===== src/include/pabio_pkg.sv =====
package pabio_pkg;
   localparam int PABIO_WIDTH = 8;
   localparam int PABIO_AW = 3;
   // Register offsets (word addresses on the plain register port).
   localparam logic [2:0] PABIO_PIN_LEVEL_OFS = 3'h0;
   localparam logic [2:0] PABIO_LATCH_OFS = 3'h1;
   localparam logic [2:0] PABIO_DIR_OFS = 3'h2;
   localparam logic [2:0] PABIO_ADC_CFG_OFS = 3'h3;
   localparam logic [2:0] PABIO_CMP_CFG_OFS = 3'h4;
   localparam logic [2:0] PABIO_OSC_CFG_OFS = 3'h5;
   // Reset values.
   localparam logic [7:0] PABIO_LATCH_RST = 8'h00;
   localparam logic [7:0] PABIO_DIR_RST = 8'hFF;
   localparam logic [7:0] PABIO_ADC_CFG_RST = 8'h2F;
   localparam logic [7:0] PABIO_CMP_CFG_RST = 8'h00;
   localparam logic [7:0] PABIO_OSC_CFG_RST = 8'h00;
   // Comparator config field positions.
   localparam int PABIO_CMP_C1OE_BIT = 0;
   localparam int PABIO_CMP_C2OE_BIT = 1;
   localparam int PABIO_CMP_VREFOE_BIT = 2;
   localparam int PABIO_CMP_ON_BIT = 3;
   // Analog-capable pin mask: pins 0..3 and 5.
   localparam logic [7:0] PABIO_ANALOG_MASK = 8'h2F;
   // Pin numbers with alternate functions.
   localparam int PABIO_PIN_REF = 2;
   localparam int PABIO_PIN_C1 = 4;
   localparam int PABIO_PIN_C2 = 5;
   localparam int PABIO_PIN_OSC2 = 6;
   localparam int PABIO_PIN_OSC1 = 7;
   // Oscillator mode codes, field in bits 2:0 of the oscillator register.
   typedef enum logic [2:0] {
      PABIO_OSC_XTAL = 3'h0,
      PABIO_OSC_RC_CLKOUT = 3'h1,
      PABIO_OSC_RC_IO = 3'h2,
      PABIO_OSC_INT_IO = 3'h3,
      PABIO_OSC_INT_CLKOUT = 3'h4,
      PABIO_OSC_EC_CLKOUT = 3'h5,
      PABIO_OSC_EC_IO = 3'h6
   } pabio_osc_e;
   // Cycle clock divides the oscillator clock by four.
   localparam int PABIO_CYCLE_DIV = 4;
endpackage


===== src/core/pabio_sync.sv =====
`timescale 1ns/100ps
module pabio_sync #(
   parameter int WIDTH = 8
) (
   // Clock and reset
   input wire logic core_clk,
   input wire logic rst_n,
   // Data
   input wire logic [WIDTH-1:0] asyncIn,
   output logic [WIDTH-1:0] syncOut
);
   import pabio_pkg::*;

   if (WIDTH < 1)
   begin : g_width_check
      $error("pabio_sync: WIDTH must be at least 1");
   end

   logic [WIDTH-1:0] stageOne_q;

   always_ff @(posedge core_clk or negedge rst_n)
   begin
      if (!rst_n)
      begin
         stageOne_q <= '0;
         syncOut <= '0;
      end
      else
      begin
         stageOne_q <= asyncIn;
         syncOut <= stageOne_q;
      end
   end
endmodule


===== src/core/pabio_cycle_clk.sv =====
`timescale 1ns/100ps
module pabio_cycle_clk #(
   parameter int DIV = pabio_pkg::PABIO_CYCLE_DIV
) (
   // Clock and reset
   input wire logic core_clk,
   input wire logic rst_n,
   // Cycle clock, half period high
   output logic cycleClk
);
   import pabio_pkg::*;
   localparam int CW = $clog2(DIV);
   logic [CW-1:0] count_q;

   // An odd divider cannot give equal high and low halves.
   if (DIV < 2 || (DIV % 2) != 0)
   begin : g_div_check
      $error("pabio_cycle_clk: DIV must be even and at least 2");
   end

   always_ff @(posedge core_clk or negedge rst_n)
   begin
      if (!rst_n)
      begin
         count_q <= '0;
         cycleClk <= 1'b0;
      end
      else
      begin
         count_q <= (count_q == CW'(DIV - 1)) ? '0 : count_q + 1'b1;
         cycleClk <= (count_q < CW'(DIV / 2));
      end
   end
endmodule


===== src/core/pabio_port.sv =====
`timescale 1ns/100ps
// Behaviour
// - Direction bit 1 puts the pin driver in high impedance, except pin 6 in clock-out modes.
// - Direction bit 0 drives the pin from the output latch.
// - Pin-level register reads pins; writing it updates the latch.
// - Latch register is separate and reads back the latch value.
// - Eight pins, each with own direction and latch bit.
// - Pins 6 and 7 not assigned to port read zero everywhere.
// - Converter config selects analog pins 0-3,5; analog disables input.
// - After reset pins 0-3,5 analog reading zero, pin 4 digital.
// - Direction bits keep controlling drivers in analog mode.
// - Enabled comparator outputs replace latch on pins 4 and 5.
// - Reference output on pin 2 disables its digital input and output.
// - Analog mode does not block the output driver.
// - Pin 6 is a port pin only in the three I/O oscillator modes.
// - Pin 7 digital path is off in external oscillator modes.
// - Pin 6 outputs cycle clock in clock-out oscillator modes.
// - Pin 4 feeds the timer clock input when an input.
// - Pin 5 feeds the serial slave select when direction is 1.
module pabio_port #(
   parameter int WIDTH = pabio_pkg::PABIO_WIDTH
) (
   // Clock and reset
   input wire logic core_clk,
   input wire logic rst_n,
   // Register port
   input wire logic [pabio_pkg::PABIO_AW-1:0] regAddr,
   input wire logic [7:0] regWdata,
   input wire logic regWrite,
   input wire logic regRead,
   output logic [7:0] regRdata,
   // Pads
   input wire logic [WIDTH-1:0] padIn,
   output logic [WIDTH-1:0] padOut,
   output logic [WIDTH-1:0] padOe,
   // Peripheral hookups
   input wire logic comparatorOneOutput,
   input wire logic comparatorTwoOutput,
   output logic timerExtClockInput,
   output logic serialSlaveSelectN,
   output logic [WIDTH-1:0] analogSelect,
   output logic comparatorsOn,
   output logic comparatorReferenceOutput
);
   import pabio_pkg::*;

   // The register map and the pin functions are fixed at eight pins.
   if (WIDTH != PABIO_WIDTH)
   begin : g_width_check
      $error("pabio_port: WIDTH must be 8");
   end

   logic [7:0] latch_q;
   logic [7:0] dir_q;
   logic [7:0] adcCfg_q;
   logic [7:0] cmpCfg_q;
   logic [7:0] oscCfg_q;
   logic [7:0] pinSync;
   logic cycleClk;
   logic [7:0] portPinEn;
   wire logic [7:0] digInEn;
   wire logic [7:0] pinLevel;
   wire logic [7:0] drvVal;
   wire logic [7:0] drvEn;
   logic [7:0] readValue;
   logic selPinLevel;
   logic selLatch;
   logic selDir;
   logic selAdcCfg;
   logic selCmpCfg;
   logic selOscCfg;
   logic wrLatch;
   logic wrDir;
   logic wrAdcCfg;
   logic wrCmpCfg;
   logic wrOscCfg;
   logic pin6Port;
   logic pin6ClkOut;
   logic pin7Port;
   pabio_osc_e oscMode;

   pabio_sync #(.WIDTH(8)) uSync (
      .core_clk(core_clk),
      .rst_n(rst_n),
      .asyncIn(padIn),
      .syncOut(pinSync)
   );

   pabio_cycle_clk #(.DIV(PABIO_CYCLE_DIV)) uCycle (
      .core_clk(core_clk),
      .rst_n(rst_n),
      .cycleClk(cycleClk)
   );

   // Codes outside the enumeration fall to the default branch below and
   // leave both oscillator pins to the oscillator.
   assign oscMode = pabio_osc_e'(oscCfg_q[2:0]);

   always_comb
   begin
      pin6Port = 1'b0;
      pin6ClkOut = 1'b0;
      pin7Port = 1'b0;
      case (oscMode)
         PABIO_OSC_RC_IO, PABIO_OSC_EC_IO:
         begin
            pin6Port = 1'b1;
         end
         PABIO_OSC_INT_IO:
         begin
            pin6Port = 1'b1;
            pin7Port = 1'b1;
         end
         PABIO_OSC_INT_CLKOUT:
         begin
            pin6ClkOut = 1'b1;
            pin7Port = 1'b1;
         end
         PABIO_OSC_RC_CLKOUT, PABIO_OSC_EC_CLKOUT:
         begin
            pin6ClkOut = 1'b1;
         end
         default:
         begin
            pin6Port = 1'b0;
         end
      endcase
   end

   // Pins 6 and 7 belong to the oscillator unless freed by the mode.
   always_comb
   begin
      portPinEn = 8'hFF;
      portPinEn[PABIO_PIN_OSC2] = pin6Port;
      portPinEn[PABIO_PIN_OSC1] = pin7Port;
   end

   // Register selects, decoded once for both the write and the read side.
   assign selPinLevel = (regAddr == PABIO_PIN_LEVEL_OFS);
   assign selLatch = (regAddr == PABIO_LATCH_OFS);
   assign selDir = (regAddr == PABIO_DIR_OFS);
   assign selAdcCfg = (regAddr == PABIO_ADC_CFG_OFS);
   assign selCmpCfg = (regAddr == PABIO_CMP_CFG_OFS);
   assign selOscCfg = (regAddr == PABIO_OSC_CFG_OFS);

   // Both the pin-level and the latch index write the latch; indices six
   // and seven decode to nothing, so writes there are dropped.
   assign wrLatch = regWrite & (selPinLevel | selLatch);
   assign wrDir = regWrite & selDir;
   assign wrAdcCfg = regWrite & selAdcCfg;
   assign wrCmpCfg = regWrite & selCmpCfg;
   assign wrOscCfg = regWrite & selOscCfg;

   // Each pin resolves drive value, drive enable and digital input alone.
   // Special functions are picked by fixed pin numbers, so on ordinary
   // pins their muxes fold away to plain latch and direction logic.
   for (genvar p = 0; p < PABIO_WIDTH; p++)
   begin : g_pin
      localparam bit IS_REF = (p == PABIO_PIN_REF);
      localparam bit IS_CMP_ONE = (p == PABIO_PIN_C1);
      localparam bit IS_CMP_TWO = (p == PABIO_PIN_C2);
      localparam bit IS_CLK = (p == PABIO_PIN_OSC2);
      logic analogHere;
      logic refHere;
      logic cmpHere;
      logic cmpVal;
      logic clkHere;
      logic portDrive;

      // Analog selection gates the input only, never the driver.
      assign analogHere = adcCfg_q[p] & PABIO_ANALOG_MASK[p];
      assign refHere = IS_REF & cmpCfg_q[PABIO_CMP_VREFOE_BIT];
      assign clkHere = IS_CLK & pin6ClkOut;

      always_comb
      begin
         cmpHere = 1'b0;
         cmpVal = 1'b0;
         if (IS_CMP_ONE)
         begin
            cmpHere = cmpCfg_q[PABIO_CMP_C1OE_BIT];
            cmpVal = comparatorOneOutput;
         end
         else if (IS_CMP_TWO)
         begin
            cmpHere = cmpCfg_q[PABIO_CMP_C2OE_BIT];
            cmpVal = comparatorTwoOutput;
         end
      end

      // Direction, port ownership, reference and clock-out set the driver, whatever the analog selection.
      assign portDrive = ~dir_q[p] & portPinEn[p];
      assign drvEn[p] = clkHere | (portDrive & ~refHere);
      assign drvVal[p] = clkHere ? cycleClk
         : (cmpHere ? cmpVal : latch_q[p]);
      assign digInEn[p] = portPinEn[p] & ~analogHere & ~refHere;
   end

   assign pinLevel = pinSync & digInEn;

   // Pad drivers are registered, so outputs follow settings one cycle late.
   always_ff @(posedge core_clk or negedge rst_n)
   begin
      if (!rst_n)
         padOut <= '0;
      else
         padOut <= drvVal;
   end

   // Reset leaves every driver off, so no pin is driven before software
   // has chosen a direction.
   always_ff @(posedge core_clk or negedge rst_n)
   begin
      if (!rst_n)
         padOe <= '0;
      else
         padOe <= drvEn;
   end

   always_ff @(posedge core_clk or negedge rst_n)
   begin
      if (!rst_n)
         timerExtClockInput <= 1'b0;
      else
         timerExtClockInput <= dir_q[PABIO_PIN_C1]
            & pinSync[PABIO_PIN_C1];
   end

   // Slave select idles inactive while pin five drives, so the serial
   // block never takes the port's own output for a select.
   always_ff @(posedge core_clk or negedge rst_n)
   begin
      if (!rst_n)
         serialSlaveSelectN <= 1'b1;
      else if (dir_q[PABIO_PIN_C2])
         serialSlaveSelectN <= pinSync[PABIO_PIN_C2];
      else
         serialSlaveSelectN <= 1'b1;
   end

   always_ff @(posedge core_clk or negedge rst_n)
   begin
      if (!rst_n)
         analogSelect <= '0;
      else
         analogSelect <= adcCfg_q & PABIO_ANALOG_MASK;
   end

   always_ff @(posedge core_clk or negedge rst_n)
   begin
      if (!rst_n)
         comparatorsOn <= 1'b0;
      else
         comparatorsOn <= cmpCfg_q[PABIO_CMP_ON_BIT];
   end

   always_ff @(posedge core_clk or negedge rst_n)
   begin
      if (!rst_n)
         comparatorReferenceOutput <= 1'b0;
      else
         comparatorReferenceOutput <= cmpCfg_q[PABIO_CMP_VREFOE_BIT];
   end

   // Latch: written through either the pin-level or the latch address.
   always_ff @(posedge core_clk or negedge rst_n)
   begin
      if (!rst_n)
         latch_q <= PABIO_LATCH_RST;
      else if (wrLatch)
         latch_q <= regWdata;
   end

   // Direction resets to all inputs, so nothing drives until software asks.
   always_ff @(posedge core_clk or negedge rst_n)
   begin
      if (!rst_n)
         dir_q <= PABIO_DIR_RST;
      else if (wrDir)
         dir_q <= regWdata;
   end

   always_ff @(posedge core_clk or negedge rst_n)
   begin
      if (!rst_n)
         adcCfg_q <= PABIO_ADC_CFG_RST;
      else if (wrAdcCfg)
         adcCfg_q <= regWdata & PABIO_ANALOG_MASK;
   end

   // Only the four defined control bits are kept; the rest read back zero.
   always_ff @(posedge core_clk or negedge rst_n)
   begin
      if (!rst_n)
         cmpCfg_q <= PABIO_CMP_CFG_RST;
      else if (wrCmpCfg)
         cmpCfg_q <= {4'h0, regWdata[3:0]};
   end

   // Mode bits only; the upper bits read back zero.
   always_ff @(posedge core_clk or negedge rst_n)
   begin
      if (!rst_n)
         oscCfg_q <= PABIO_OSC_CFG_RST;
      else if (wrOscCfg)
         oscCfg_q <= {5'h00, regWdata[2:0]};
   end

   // Idle cycles and unmapped indices both read as zero, so the master can
   // take the data bus without qualifying it.
   always_comb
   begin
      readValue = 8'h00;
      if (selPinLevel)
         readValue = pinLevel;
      else if (selLatch)
         readValue = latch_q & portPinEn;
      else if (selDir)
         readValue = dir_q & portPinEn;
      else if (selAdcCfg)
         readValue = adcCfg_q;
      else if (selCmpCfg)
         readValue = cmpCfg_q;
      else if (selOscCfg)
         readValue = oscCfg_q;
   end

   // Read data stands only in the cycle after the read strobe.
   always_ff @(posedge core_clk or negedge rst_n)
   begin
      if (!rst_n)
         regRdata <= 8'h00;
      else if (regRead)
         regRdata <= readValue;
      else
         regRdata <= 8'h00;
   end
endmodule


===== config.mk =====
export PLATFORM = sky130hd
export DESIGN_NAME = pabio_port
export DESIGN_NICKNAME = d
export VERILOG_FILES = /design/src/include/pabio_pkg.sv /design/src/core/pabio_sync.sv /design/src/core/pabio_cycle_clk.sv /design/src/core/pabio_port.sv
export SDC_FILE = /design/constraint.sdc
export NUM_CORES = 1
export LEC_CHECK = 0
export BUFFER_PORTS_ARGS = -buffer_cell sky130_fd_sc_hd__buf_2
export CAP_MARGIN = 30
export CELL_PAD_IN_SITES_DETAIL_PLACEMENT = 0
export CELL_PAD_IN_SITES_GLOBAL_PLACEMENT = 2
export CORE_MARGIN = 3
export CORE_UTILIZATION = 39
export CTS_CLUSTER_DIAMETER = 150
export DETAILED_ROUTE_END_ITERATION = 12
export PLACE_DENSITY = 0.87
export SKIP_LAST_GASP = 1
export SLEW_MARGIN = 20
export SYNTH_ARGS = -nofsm -noshare
export SYNTH_HDL_FRONTEND = slang
export SYNTH_SLANG_ARGS = --single-unit

===== constraint.sdc =====
create_clock -name core_clk -period 2.77 [get_ports core_clk]
set_input_delay 0.554 -clock core_clk [delete_from_list [all_inputs] [get_ports core_clk]]
set_output_delay 0.554 -clock core_clk [all_outputs]
set_load 0.01 [all_outputs]

==> reports/metrics.yaml <==
cts_root_buf: "clkbuf_8"
antenna_found_initial: 0
syn_inst: 216
track_usage_pct: 14.4
cts_buffer_depth: 2
finalCriticalPeriod_ps: 1810
cts_made_buffers: 9
postRouteAntennaNets: 0
first_pass_iters: 7
setup_violations: 0
yosysSeqAreaShare_pct: 68.1
rr_endpoint: "regRdata[0]"
grt.met1_usage_pct: 20.0
rows: 31
port-buffer-count: 57
drt_iter0_markers: 102
hold_path_class: "input pin to asynchronous set/reset pin"
hold_buffers: 0
routabilityCongestion: 0.779
cp.arrival_ps: 2080
htree_levels: 3
die_h_um: 93.2
syn_area_per_cell_um2: 13.7
die_area_um2: 8690
clock.fmax_mhz: 552
routed_wl_mm: 5.66
synth_compound_area_share_pct: 7.64
viasPerCell: 4.73
cts_resized: 0
fillCellCount: 680
final.setup.tns_ps: 0
nets: 303
grt_max_degree: 81
coreArea_um2: 7330
crit_path_end_kind: "register"
cp-start-kind: "input pin"
drc: 0
clock_latency_ps: 340
crit_required_ps: 3040
slew_headroom_pct: 60.1
die_w_um: 93.2
start_util_pct: 40.5
grt.busiest_layer: "met2"
yosys_warnings: 0
path_max_fanout: 18
register_area_um2: 2020
drive_gt1_share_pct: 42.6
clkSinkCount: 80
total_leakage_power_nw: 1.66
tritoncts: "done"
maxCapViolCount: 0
hold_violations: 0
post_drt_wl_per_cell_um: 14.8
reg2reg_depth: 4
yosys-mux-area-fraction_pct: 10.8
slew_viol_final: 0
vias: 1801
synth.distinct_cells: 40
ys_seq_elements: 80
synth_xor_area_share_pct: 0
r2r_start: "dir_q[0]"
synth_top_family_by_area: "multiplexers"
multiInputGateArea_um2: 838
n_antenna_cell: 0
grtUsageMet3_pct: 5.31
r2r_slack_ps: 1450
post-route-period-util_pct: 65.3
rsz0062_at_grt: "no"
grt_pass1_vias: 1783
powerDensity_nw_per_um2: 784
fin_skew_ps: 6.96
outcome: "finished, final reports clean"
worstMarginPinSlew_ps: 599
ir_drop_v: 0.000278
top_level_ports: 61
yosys.area_share.simple_pct: 9.03
cts.reportedPaths.clkPinSlew_ps: 70
post_cts_buffers: 0
grt_pass1_wl_mm: 9.36
crit_type: "input pin to register"
synth_fa_ha_area_share_pct: 0.422
hpwlAfterDp_mm: 3.83
area_growth_pct: 20.0
totalPowerFinal_mw: 2.79
overflow: 0
use_met2_pct: 21.4
netlist_area_um2: 2970
worst max-delay path: stages:
cell	delay, ps
buf_2	360
nor2b_4	250
and3_1	560
mux2_4	350
stage by stage:
stage	cells	setup slack, ps	util, %	hold slack (ps)	area, um2
4_1_cts	380	984	48.2	297	3530
3_5_place_dp	364	617	45.2	335	3310
3_3_place_gp	364	660	45.2	331	3310
6_report	381	960	48.6	100	3560
5_1_grt	381	882	48.6	99.9	3560
2_1_floorplan	218	1210	-	258	2970
layout by cell type, fill, tap and decap left out, types with 2 or more instances in the layout:
master / n
mux2_2: 20
nor2b_1: 4
o21ai_0: 12
mux2_4: 5
clkbuf_8: 13
o21ai_1: 6
and3_1: 2
nor2_1: 10
nor3_1: 4
mux2i_1: 2
a21oi_1: 8
dfstp_2: 14
nand2b_1: 2
nand2_1: 16
inv_1: 12
a2111oi_2: 2
buf_2: 56
conb_1: 3
dfrtp_1: 66
nand3_1: 2
layer usage:
layer | share of wire (%) | wire (um) | up-vias
met5 | 0 | 0 | -
met4 | 1.1 | 64 | 0
met3 | 5.2 | 296 | 6
met2 | 46 | 2610 | 52
met1 | 47 | 2680 | 892
li1 | - | - | 851
cell type report:
| type | instances | area share, % |
|---|---|---|
| clock buffers | 14 | 5.13 |
| inverters | 12 | 1.27 |
| flip-flops and latches | 80 | 56.7 |
| well taps | 99 | 3.48 |
| repair buffers | 58 | 8.86 |
| clock inverters | 2 | 0.984 |
| multi-input cells | 116 | 23.6 |
how the worst max path moves through the flow:
| stage | slack [ps] | cells after the start | startpoint | endpoint |
|---|---|---|---|---|
| floorplan | 1210 | 4 | regAddr[1] | oscCfg_q[0] |
| global placement | 660 | 4 | regAddr[1] | dir_q[2] |
| detailed placement | 620 | 4 | regAddr[1] | dir_q[2] |
| CTS | 980 | 4 | regAddr[1] | dir_q[7] |
| global route | 880 | 4 | regAddr[1] | dir_q[7] |
| finish | 960 | 4 | regAddr[1] | dir_q[7] |
Yosys cell counts:
cell       instances  area [um2]
buf_2              2        10.0
mux2_2            20         225
nor3_4             1        16.3
a2111oi_0          1        8.76
clkbuf_1           1        3.75
nand2b_1           2        12.5
a221o_1            1        10.0
and3_1             2        12.5
o211ai_1           1        7.51
dfstp_2           14         368
and2_1             1        6.26
buf_4              6        45.0
mux2i_1            2        20.0
nor3b_4            1        18.8
dfrtp_1           66        1650
nand2_1           16        60.1
nand2_2            1        6.26
nor3b_1            1        7.51
nor2b_4            1        13.8
mux2_4             5        75.1
nand3_1            2        10.0
buf_6              1        11.3
o31ai_1            1        7.51
or2_4              1        8.76
a211oi_1           1        7.51
o21ai_1            6        30.0
a21o_1             1        7.51
nor3_1             4        20.0
a221oi_1           1        8.76
a21oi_1            8        40.0
inv_1             12        45.0
ha_1               1        12.5
or3_1              1        6.26
a2111oi_2          2        30.0
nor4_1             1        6.26
a31o_2             1        8.76
conb_1             1        3.75
nor2_1            10        37.5
nor2b_1            4        25.0
o21ai_0           12        60.1
registers in the layout, summed over array words and instances, names as in the netlist, 2 cells and up:
name / flops
latch_q: 8
padOe: 8
oscCfg_q: 3
uSync.syncOut: 8
padOut: 8
adcCfg_q: 5
uCycle.count_q: 2
analogSelect: 5
uSync.stageOne_q: 8
dir_q: 8
regRdata: 8
cmpCfg_q: 4
cells by family after synthesis:
family / Yosys count
other cells: 1
compound gates: 36
flops: 80
fa+ha+maj: 1
simple gates: 49
buf+inv: 22
mux: 27
where the power goes:
group / total (mW) / switching [mW] / internal (mW)
clock network: 0.897 / 0.383 / 0.514
registers: 1.48 / 0.0967 / 1.38
logic: 0.416 / 0.216 / 0.200
Power figures use the tool's default switching activity.
